--- src/include/mao_pkg.sv ---
// Shared constants and types of the memory access ordering block.
`default_nettype none

package mao_pkg;

    // ==========================================================
    // Widths and limits
    localparam int ADDR_W = 32;
    localparam int OUTST_W = 4;
    localparam logic [OUTST_W-1:0] OUTST_MAX = 4'hf;
    localparam logic [2:0] SPEC_LIMIT_CACHED = 3'h5;
    localparam logic [2:0] SPEC_LIMIT_UNCACHED = 3'h2;
    localparam int PAGE_LSB = 10;
    localparam int REGION_LSB = 27;

    // ==========================================================
    // Access sizes and kinds
    typedef enum logic [1:0] {SZ_BYTE, SZ_HALF, SZ_WORD} mao_size_t;
    typedef enum logic [2:0] {ACC_PLAIN, ACC_MULTI, ACC_CACHE_OP, ACC_RESERVE, ACC_COND_STORE} mao_kind_t;

    // True when the operand sits on its natural boundary.
    function automatic logic mao_aligned(input mao_size_t size, input logic [1:0] low);
        unique case (size)
            SZ_BYTE: mao_aligned = 1'b1;
            SZ_HALF: mao_aligned = !low[0];
            default: mao_aligned = (low == 2'h0);
        endcase
    endfunction : mao_aligned

endpackage : mao_pkg

`default_nettype wire

--- src/rtl/mao_guard_sel.sv ---
// Selects the guarded and no-execute attributes of an instruction address.
`default_nettype none

module mao_guard_sel
    import mao_pkg::*;
(
    input wire logic instruction_translate_bit_in,
    input wire logic [31:0] storage_guarded_register_in,
    input wire logic tlb_g_in,
    input wire logic tlb_noexec_in,
    input wire logic [mao_pkg::ADDR_W-1:0] addr_in,
    output logic guarded_out,
    output logic noexec_out
);

    // ==========================================================
    // Attribute source
    // Real mode looks up one bit per 128 MB region; virtual mode uses the page entry.
    always_comb
    begin
        if (instruction_translate_bit_in)
        begin
            guarded_out = tlb_g_in;
            noexec_out = tlb_noexec_in;
        end
        else
        begin
            guarded_out = storage_guarded_register_in[addr_in[ADDR_W-1:REGION_LSB]];
            noexec_out = 1'b0;
        end
    end

endmodule : mao_guard_sel

`default_nettype wire

--- src/rtl/mao_access_ctrl.sv ---
// Memory access ordering, reservation and speculative fetch control.
`default_nettype none

// Notes on behaviour
// - Bytes, aligned halfwords and aligned words go out as one unsplit operation.
// - Unaligned, multiple, string and cache-op accesses are not marked atomic.
// - Load-and-reserve reads an aligned word, sets a reservation, signals it.
// - Conditional store writes only while a reservation exists.
// - Ordering barrier completes all earlier accesses before any later one.
// - Synchronize waits for earlier accesses and holds later instructions.
// - Synchronize behaves and times exactly like the ordering barrier.
// - No hardware coherency with other masters; software manages it.
// - Data reads never go to memory speculatively.
// - Speculative fetch stops at five cached or two uncached instructions.
// - Register branch target fetch waits for pending register updates.
// - Guarded access waits until it is no longer speculative.
// - Guarded bit from region register in real mode, page entry otherwise.
// - Speculative load hitting the data cache may be served from it.
// - Real mode guarded fetch allowed if cached or sequential within next page.
// - Virtual mode guarded or no-execute uncached fetch raises storage interrupt.
// - Unconditional branch stops sequential fetch and redirects to target.
// - System call and return do not stop sequential fetch.
// - Pending count register write blocks fetch through count branch.
// - During trap execution no speculative fetch through link or count.
// - Uncached guarded fetch waits for all earlier instructions, except real-mode sequential within next page; no prefetch there.
module mao_access_ctrl
    import mao_pkg::*;
(
    input wire logic clk_in,
    input wire logic reset_in,
    // Data access request from the pipeline.
    input wire logic dreq_valid_in,
    input wire mao_pkg::mao_kind_t dreq_kind_in,
    input wire logic dreq_store_in,
    input wire mao_pkg::mao_size_t dreq_size_in,
    input wire logic [mao_pkg::ADDR_W-1:0] dreq_addr_in,
    input wire logic dreq_spec_in,
    input wire logic dreq_cached_in,
    input wire logic barrier_in,
    input wire logic sync_in,
    output logic dreq_take_out,
    output logic cache_rd_out,
    output logic align_err_out,
    output logic cond_done_out,
    output logic cond_ok_out,
    output logic barrier_done_out,
    output logic pipe_hold_out,
    // Memory side.
    input wire logic mem_done_in,
    output logic mem_req_out,
    output logic mem_write_out,
    output logic [mao_pkg::ADDR_W-1:0] mem_addr_out,
    output mao_pkg::mao_size_t mem_size_out,
    output logic mem_atomic_out,
    output logic mem_reserve_out,
    // Instruction fetch side.
    input wire logic fetch_valid_in,
    input wire logic [mao_pkg::ADDR_W-1:0] fetch_addr_in,
    input wire logic fetch_spec_in,
    input wire logic fetch_seq_in,
    input wire logic fetch_cached_in,
    input wire logic fetch_cacheable_in,
    input wire logic fetch_regtarget_in,
    input wire logic fetch_via_count_in,
    input wire logic prior_done_in,
    input wire logic count_pending_in,
    input wire logic link_pending_in,
    input wire logic trap_active_in,
    input wire logic branch_resolved_in,
    input wire logic uncond_branch_in,
    input wire logic [mao_pkg::ADDR_W-1:0] branch_target_in,
    input wire logic instruction_translate_bit_in,
    input wire logic [31:0] storage_guarded_register_in,
    input wire logic tlb_g_in,
    input wire logic tlb_noexec_in,
    output logic fetch_grant_out,
    output logic fetch_isi_out,
    output logic fetch_redirect_out,
    output logic [mao_pkg::ADDR_W-1:0] fetch_target_out
);

    // ==========================================================
    // State
    typedef struct packed {
        logic [OUTST_W-1:0] outst;
        logic bar_pend;
        logic resv_valid;
        logic [2:0] spec_cnt;
        logic seq_block;
        logic prev_valid;
        logic [ADDR_W-PAGE_LSB-1:0] prev_page;
        logic take;
        logic cache_rd;
        logic align_err;
        logic cond_done;
        logic cond_ok;
        logic bar_done;
        logic mem_req;
        logic mem_write;
        logic [ADDR_W-1:0] mem_addr;
        mao_size_t mem_size;
        logic mem_atomic;
        logic mem_reserve;
        logic grant;
        logic isi;
        logic redirect;
        logic [ADDR_W-1:0] target;
    } mao_state_t;

    mao_state_t state_reg;
    mao_state_t state_next;
    logic guarded;
    logic noexec;
    logic free;
    logic word_ok;
    logic page_ok;
    logic reg_wait;
    logic spec_ok;
    logic guard_ok;
    logic fetch_go;
    logic isi_go;
    logic issue;
    logic [2:0] limit;
    logic [ADDR_W-PAGE_LSB-1:0] page;

    // ==========================================================
    // Attribute lookup
    mao_guard_sel u_guard (
        .instruction_translate_bit_in(instruction_translate_bit_in),
        .storage_guarded_register_in(storage_guarded_register_in),
        .tlb_g_in(tlb_g_in),
        .tlb_noexec_in(tlb_noexec_in),
        .addr_in(fetch_addr_in),
        .guarded_out(guarded),
        .noexec_out(noexec)
    );

    // ==========================================================
    // Fetch decision terms
    // Each term blocks a fetch for one reason; the grant needs all of them clear.
    always_comb
    begin
        page = fetch_addr_in[ADDR_W-1:PAGE_LSB];
        page_ok = state_reg.prev_valid && ((page == state_reg.prev_page) ||
                  (page == state_reg.prev_page + 1'b1));
        limit = fetch_cacheable_in ? SPEC_LIMIT_CACHED : SPEC_LIMIT_UNCACHED;
        reg_wait = fetch_regtarget_in && (fetch_via_count_in ? count_pending_in : link_pending_in);
        spec_ok = !fetch_spec_in || ((state_reg.spec_cnt < limit) &&
                  !(fetch_regtarget_in && trap_active_in));
        guard_ok = !guarded || fetch_cached_in || (!fetch_spec_in && prior_done_in) ||
                   (!instruction_translate_bit_in && fetch_seq_in && page_ok);
        isi_go = fetch_valid_in && !state_reg.grant && !state_reg.isi && instruction_translate_bit_in &&
                 (guarded || noexec) && !fetch_cached_in;
        fetch_go = fetch_valid_in && !state_reg.grant && !state_reg.isi && !isi_go &&
                   !(state_reg.seq_block && fetch_seq_in) && !reg_wait && spec_ok && guard_ok;
    end

    // ==========================================================
    // Data side terms
    // No new access is taken while a barrier drains or has just finished, or while the counter is full.
    always_comb
    begin
        free = !state_reg.take && !state_reg.bar_pend && !state_reg.bar_done && (state_reg.outst != OUTST_MAX);
        word_ok = dreq_addr_in[1:0] == 2'h0;
        issue = 1'b0;
        if (dreq_valid_in && free && !barrier_in && !sync_in &&
            !(dreq_store_in && dreq_kind_in == ACC_COND_STORE && !state_reg.resv_valid) &&
            !(!dreq_store_in && dreq_cached_in && dreq_kind_in != ACC_RESERVE) &&
            !((dreq_kind_in == ACC_RESERVE || dreq_kind_in == ACC_COND_STORE) && !word_ok))
        begin
            issue = !dreq_spec_in;
        end
    end

    // ==========================================================
    // Next state
    always_comb
    begin
        state_next = state_reg;
        state_next.take = 1'b0;
        state_next.cache_rd = 1'b0;
        state_next.align_err = 1'b0;
        state_next.cond_done = 1'b0;
        state_next.cond_ok = 1'b0;
        state_next.bar_done = 1'b0;
        state_next.mem_req = 1'b0;
        state_next.mem_reserve = 1'b0;
        state_next.grant = fetch_go;
        state_next.isi = isi_go;
        state_next.redirect = 1'b0;

        // Completion counting; no snoop port exists, coherency stays with software.
        if (issue && !mem_done_in)
        begin
            state_next.outst = state_reg.outst + 1'b1;
        end
        else if (!issue && mem_done_in && state_reg.outst != '0)
        begin
            state_next.outst = state_reg.outst - 1'b1;
        end

        // Barrier and synchronize share one drain path and one timing.
        if (state_reg.bar_pend && state_reg.outst == '0)
        begin
            state_next.bar_pend = 1'b0;
            state_next.bar_done = 1'b1;
        end
        // A request still held in the done cycle is the one that just finished, not a new one.
        else if ((barrier_in || sync_in) && !state_reg.bar_pend && !state_reg.take && !state_reg.bar_done)
        begin
            state_next.bar_pend = 1'b1;
        end
        else if (dreq_valid_in && free)
        begin
            if ((dreq_kind_in == ACC_RESERVE || dreq_kind_in == ACC_COND_STORE) && !word_ok)
            begin
                state_next.take = 1'b1;
                state_next.align_err = 1'b1;
            end
            else if (!dreq_store_in && dreq_cached_in && dreq_kind_in != ACC_RESERVE)
            begin
                state_next.take = 1'b1;
                state_next.cache_rd = 1'b1;
            end
            else if (dreq_store_in && dreq_kind_in == ACC_COND_STORE && !dreq_spec_in)
            begin
                state_next.take = 1'b1;
                state_next.cond_done = 1'b1;
                state_next.cond_ok = state_reg.resv_valid;
                state_next.resv_valid = 1'b0;
            end
            else if (issue)
            begin
                state_next.take = 1'b1;
                if (dreq_kind_in == ACC_RESERVE)
                begin
                    state_next.resv_valid = 1'b1;
                    state_next.mem_reserve = 1'b1;
                end
            end
        end

        // Memory request carries its atomic marking.
        if (issue)
        begin
            state_next.mem_req = 1'b1;
            state_next.mem_write = dreq_store_in;
            state_next.mem_addr = dreq_addr_in;
            state_next.mem_size = dreq_size_in;
            state_next.mem_atomic = (dreq_kind_in == ACC_PLAIN || dreq_kind_in == ACC_RESERVE ||
                                     dreq_kind_in == ACC_COND_STORE) &&
                                    mao_aligned(dreq_size_in, dreq_addr_in[1:0]);
        end

        // Speculative fetch window.
        if (branch_resolved_in)
        begin
            state_next.spec_cnt = '0;
        end
        if (fetch_go)
        begin
            state_next.prev_valid = 1'b1;
            state_next.prev_page = page;
            if (fetch_spec_in)
            begin
                state_next.spec_cnt = (branch_resolved_in ? 3'h0 : state_reg.spec_cnt) + 3'h1;
            end
            if (!fetch_seq_in)
            begin
                state_next.seq_block = 1'b0;
            end
        end

        // Only unconditional branches break the sequential stream.
        if (uncond_branch_in)
        begin
            state_next.seq_block = 1'b1;
            state_next.redirect = 1'b1;
            state_next.target = branch_target_in;
        end
    end

    // ==========================================================
    // State register
    always_ff @(posedge clk_in or posedge reset_in)
    begin
        if (reset_in)
        begin
            state_reg <= '0;
        end
        else
        begin
            state_reg <= state_next;
        end
    end

    // ==========================================================
    // Outputs
    assign dreq_take_out = state_reg.take;
    assign cache_rd_out = state_reg.cache_rd;
    assign align_err_out = state_reg.align_err;
    assign cond_done_out = state_reg.cond_done;
    assign cond_ok_out = state_reg.cond_ok;
    assign barrier_done_out = state_reg.bar_done;
    assign pipe_hold_out = state_reg.bar_pend;
    assign mem_req_out = state_reg.mem_req;
    assign mem_write_out = state_reg.mem_write;
    assign mem_addr_out = state_reg.mem_addr;
    assign mem_size_out = state_reg.mem_size;
    assign mem_atomic_out = state_reg.mem_atomic;
    assign mem_reserve_out = state_reg.mem_reserve;
    assign fetch_grant_out = state_reg.grant;
    assign fetch_isi_out = state_reg.isi;
    assign fetch_redirect_out = state_reg.redirect;
    assign fetch_target_out = state_reg.target;

    // ==========================================================
    // Checks
    property p_no_spec_load;
        @(posedge clk_in) disable iff (reset_in)
        (dreq_valid_in && dreq_spec_in && !dreq_cached_in) |=> !mem_req_out;
    endproperty
    a_no_spec_load: assert property (p_no_spec_load) else $error("speculative load reached memory");

    property p_atomic;
        @(posedge clk_in) disable iff (reset_in)
        (mem_req_out && mem_atomic_out) |-> mao_aligned(mem_size_out, mem_addr_out[1:0]);
    endproperty
    a_atomic: assert property (p_atomic) else $error("unaligned access marked atomic");

    property p_reserve;
        @(posedge clk_in) disable iff (reset_in)
        mem_reserve_out |-> (mem_req_out && !mem_write_out && mem_addr_out[1:0] == 2'h0);
    endproperty
    a_reserve: assert property (p_reserve) else $error("reservation without aligned load");

    property p_cond_fail;
        @(posedge clk_in) disable iff (reset_in)
        (cond_done_out && !cond_ok_out) |-> !mem_req_out;
    endproperty
    a_cond_fail: assert property (p_cond_fail) else $error("failed conditional store wrote");

    property p_cond_clear;
        @(posedge clk_in) disable iff (reset_in)
        cond_done_out |-> !state_reg.resv_valid;
    endproperty
    a_cond_clear: assert property (p_cond_clear) else $error("reservation kept after store");

    property p_barrier;
        @(posedge clk_in) disable iff (reset_in)
        (pipe_hold_out && state_reg.outst != '0) |=> (pipe_hold_out && !dreq_take_out && !barrier_done_out);
    endproperty
    a_barrier: assert property (p_barrier) else $error("barrier passed with accesses open");

    property p_sync_done;
        @(posedge clk_in) disable iff (reset_in)
        (pipe_hold_out && state_reg.outst == '0) |=> (barrier_done_out && !pipe_hold_out);
    endproperty
    a_sync_done: assert property (p_sync_done) else $error("drained barrier did not finish");

    property p_spec_limit;
        @(posedge clk_in) disable iff (reset_in)
        state_reg.spec_cnt <= SPEC_LIMIT_CACHED;
    endproperty
    a_spec_limit: assert property (p_spec_limit) else $error("speculative fetch limit exceeded");

    property p_isi;
        @(posedge clk_in) disable iff (reset_in)
        (fetch_valid_in && !fetch_grant_out && !fetch_isi_out && instruction_translate_bit_in &&
         tlb_g_in && !fetch_cached_in) |=> (fetch_isi_out && !fetch_grant_out);
    endproperty
    a_isi: assert property (p_isi) else $error("guarded fetch did not trap");

    property p_redirect;
        @(posedge clk_in) disable iff (reset_in)
        uncond_branch_in |=> (fetch_redirect_out && fetch_target_out == $past(branch_target_in));
    endproperty
    a_redirect: assert property (p_redirect) else $error("branch did not redirect");

    property p_trap;
        @(posedge clk_in) disable iff (reset_in)
        (fetch_spec_in && fetch_regtarget_in && trap_active_in) |=> !fetch_grant_out;
    endproperty
    a_trap: assert property (p_trap) else $error("register target fetched during trap");

    property p_reg_wait;
        @(posedge clk_in) disable iff (reset_in)
        (fetch_regtarget_in && fetch_via_count_in && count_pending_in) |=> !fetch_grant_out;
    endproperty
    a_reg_wait: assert property (p_reg_wait) else $error("count branch fetched early");

endmodule : mao_access_ctrl

`default_nettype wire

--- config.mk ---
export PLATFORM = sky130hd
export DESIGN_NAME = mao_access_ctrl
export DESIGN_NICKNAME = d
export VERILOG_FILES = /design/src/include/mao_pkg.sv /design/src/rtl/mao_guard_sel.sv /design/src/rtl/mao_access_ctrl.sv
export SDC_FILE = /design/constraint.sdc
export NUM_CORES = 1
export LEC_CHECK = 0
export ABC_AREA = 1
export BUFFER_PORTS_ARGS = -buffer_cell sky130_fd_sc_hd__buf_2
export CORE_MARGIN = 3
export CORE_UTILIZATION = 40
export DETAILED_ROUTE_END_ITERATION = 7
export PLACE_DENSITY = 0.65
export SLEW_MARGIN = 10
export SYNTH_ARGS = -nofsm -noshare
export SYNTH_HDL_FRONTEND = slang
export SYNTH_SLANG_ARGS = --single-unit
--- constraint.sdc ---
create_clock -name clk_in -period 4.1 [get_ports clk_in]
set_input_delay 0.41 -clock clk_in [delete_from_list [all_inputs] [get_ports clk_in]]
set_output_delay 0.41 -clock clk_in [all_outputs]
set_load 0.005 [all_outputs]
==> out/qor.txt <==
outcome: finished clean
sequential element share of the synthesized area: 42.4%
Buffers on Ports: 227
CTS Buf Count: 9
DR WL/cell: 13.5 µm
drt initial violations: 299
Post-DRT Antenna Nets: 0
initial antenna violation count: 3
io pins: 238
vias in the first global route: 5350
overall power: 3.63 mW
Setup TNS: 0 ns
Max Fclk: 0.381 GHz
clock root buffer: clkbuf_16
register bit total from synthesis: 112
Die Area: 0.0181 mm²
Cells after Synth: 843
Die Y: 135 µm
CP arrival: 2.87 ns
RSZ-0062 raised after global routing: false
largest net degree at the start of global routing: 80
clk sinks: 112
LEAKAGE: 4.41 nW
Initial Util: 41.2%
share of layout cells above drive strength 1: 30.6%
CTS Buffer Depth: 2
commonest non-fill, non-tap cell in the layout: nand2_1
DR DRC count: 0
CP Capture Type: register
global route overflow: 0
CP delay by family, top: simple AND/OR/NAND/NOR gates
most used cell, CP: nand2_1
clock share of power: 24.6%
post-synth top area share: 42.4%
post-CTS setup buffer count: 0
vias post-DR: 5604
CTS Hold Buffers Added: 0
CP max stage delay: 0.43 ns
Worst Clk Skew: 0.00961 ns
GR Util met1: 23.9%
final setup vio count: 0
crit path buf inv count: 1
final hold violations: 0
synthesized net count: 1008
# resized after CTS: 0
crit-path cells: ha_1, inv_1, nor2_4, nand2_4, nand2_1, nand2_1, nor3_1, nand2_1, nor2_1, nand3_1, nand2_1, nand2_2, nand2_4, nand2_8, nand2_1, nand2_1
first-pass GRT wire length: 26700 µm
Final min period: 2.63 ns
Synth cell types: 42
clk_lat worst skew: 0.35 ns
GRT Total Usage: 18.2%
Core Box Area: 0.0161 mm²
Area Overhead vs Synth: 16.7%
highest-count cells in the layout ignoring fill and taps: nand2_1 (304), buf_2 (227), dfrtp_1 (112)
Post-Syn Area: 0.00662 mm²
Synth area leaders: dfrtp_1 (42%), nand2_1 (17%), buf_4 (8.3%)
worst path required time: 4.34 ns
Placer Congestion: 0.845
Psw: 1.29 mW
CP max-delay cell: dfrtp_1
final setup margin: 1.47 ns
Worst setup SP type: register
post-DP HPWL: 12400 µm
area leader, netlist: dfrtp_1
Setup WS pre-CTS: 1.28 ns
CTS tree: done
DRT Wirelength: 16400 µm
combinational power share: 30.1%
Placement Rows: 46
Reg clk slew, reported paths: 0.08 ns
post-layout net count: 1161
Flop pwr share: 45.3%
Crit Path Max Fanout: 28
PwrDens: 470 mW/mm²
Tcrit/Tclk final: 64.1%
Slew headroom: 32.4%
Die Width: 135 µm
H-tree depth reported by CTS: 3
met3 Usage GRT: 5.89%
Pint: 2.34 mW
worst slew pin tran: 1.01 ns
MaxCap Viol Count: 0
Worst Setup Path Type: register to register
Via density: 4.60
worst IR drop on VDD: 0.296 mV
final number of max-transition violations: 0
Ys Warns: 0
synthesized area per cell: 7.85 µm²
sw frac: 35.5%
drt pass-1 iters: 4
Min-Delay Path Class: input pin to register
met2 usage: 29.1%
busiest metal layer after global routing: met2
## per-stage QoR
step	util (%)	hold slack, ns	cell area (µm²)	cells
5_1_grt	48.1	0.234	7720	1218
2_1_floorplan	-	0.422	6620	843
3_3_place_gp	46.2	0.438	7420	1201
3_5_place_dp	46.2	0.440	7420	1201
6_report	48.1	0.242	7720	1218
4_1_cts	48.1	0.223	7720	1217
## cell families after synthesis
group           Yosys count  share of synthesized area [%]
compound gates           29                           2.69
xor+xnor                 18                           2.38
fa+ha+maj                 7                           1.44
buf+inv                 173                           14.4
flops                   112                           42.4
mux                      32                           5.45
simple gates            472                           31.3
## path summary, 6_finish.rpt
| kind | from | end | slack [ns] | cells after the start |
|---|---|---|---|---|
| max | state_reg[80]$_DFFE_PP0P_ | state_reg[88]$_DFFE_PP0P_ | 1.47 | 16 |
| min in group asynchronous | reset_in | mem_addr_out[6]$_DFFE_PP0P_ | 0.30 | 2 |
| max reg2reg | state_reg[80]$_DFFE_PP0P_ | state_reg[88]$_DFFE_PP0P_ | 1.47 | 16 |
| min | dreq_addr_in[6] | mem_addr_out[6]$_DFFE_PP0P_ | 0.24 | 3 |
| max in group asynchronous | reset_in | fetch_isi_out$_DFF_PP0_ | 2.80 | 3 |
| min reg2reg | state_reg[101]$_DFFE_PP0P_ | state_reg[101]$_DFFE_PP0P_ | 0.47 | 2 |
## tightest hold or removal path: cells and delay by family
kind | cells | cell delay [ns]
buf+inv | 1 | 0.07
simple gates | 2 | 0.08
## cells in the mapped netlist
cell and number:
a21boi_1 1, a21o_1 1, a21oi_1 10, a21oi_4 1, a221oi_1 1, buf_1 1, buf_2 1, buf_4 73
buf_6 2, buf_8 1, clkbuf_1 10, dfrtp_1 112, fa_1 1, ha_1 6, inv_1 83, inv_2 2
mux2_2 32, nand2_1 304, nand2_2 9, nand2_4 2, nand2_8 1, nand3_1 83, nand3_2 2, nand3b_1 1
nand3b_4 1, nand4_1 11, nor2_1 37, nor2_2 2, nor2_4 4, nor2_8 1, nor3_1 4, nor3b_1 2
nor4_1 6, o2111ai_1 1, o211ai_1 1, o21ai_0 10, o21bai_1 1, o22ai_1 1, o31ai_1 1, or2_2 2
xnor2_1 6, xor2_1 12
## power groups by stage
stage               clock network [mW]  logic, mW  registers, mW
floorplan                            0      0.955           1.61
global placement                     0       1.08           1.66
detailed placement                   0       1.11           1.65
CTS                              0.930       1.11           1.64
global route                     0.981       1.26           1.69
finish                           0.893       1.09           1.65
## layer usage
metal  routed length (µm)  share of wire (%)
met2                 7590                 46
met4                  165                1.0
met1                 7240                 44
met5                   27               0.16
met3                 1380                8.4
## cell type report
cell class	count	area, µm²
antenna	1	2.50
multi-input combinational	558	2860
timing repair buffer	230	1160
clock buffer	9	225
sequential	112	2800
tap	216	270
inverter	85	322
fill	1550	8340
clock inverter	7	75.1
No activity file was read; power rests on OpenSTA's default activity.
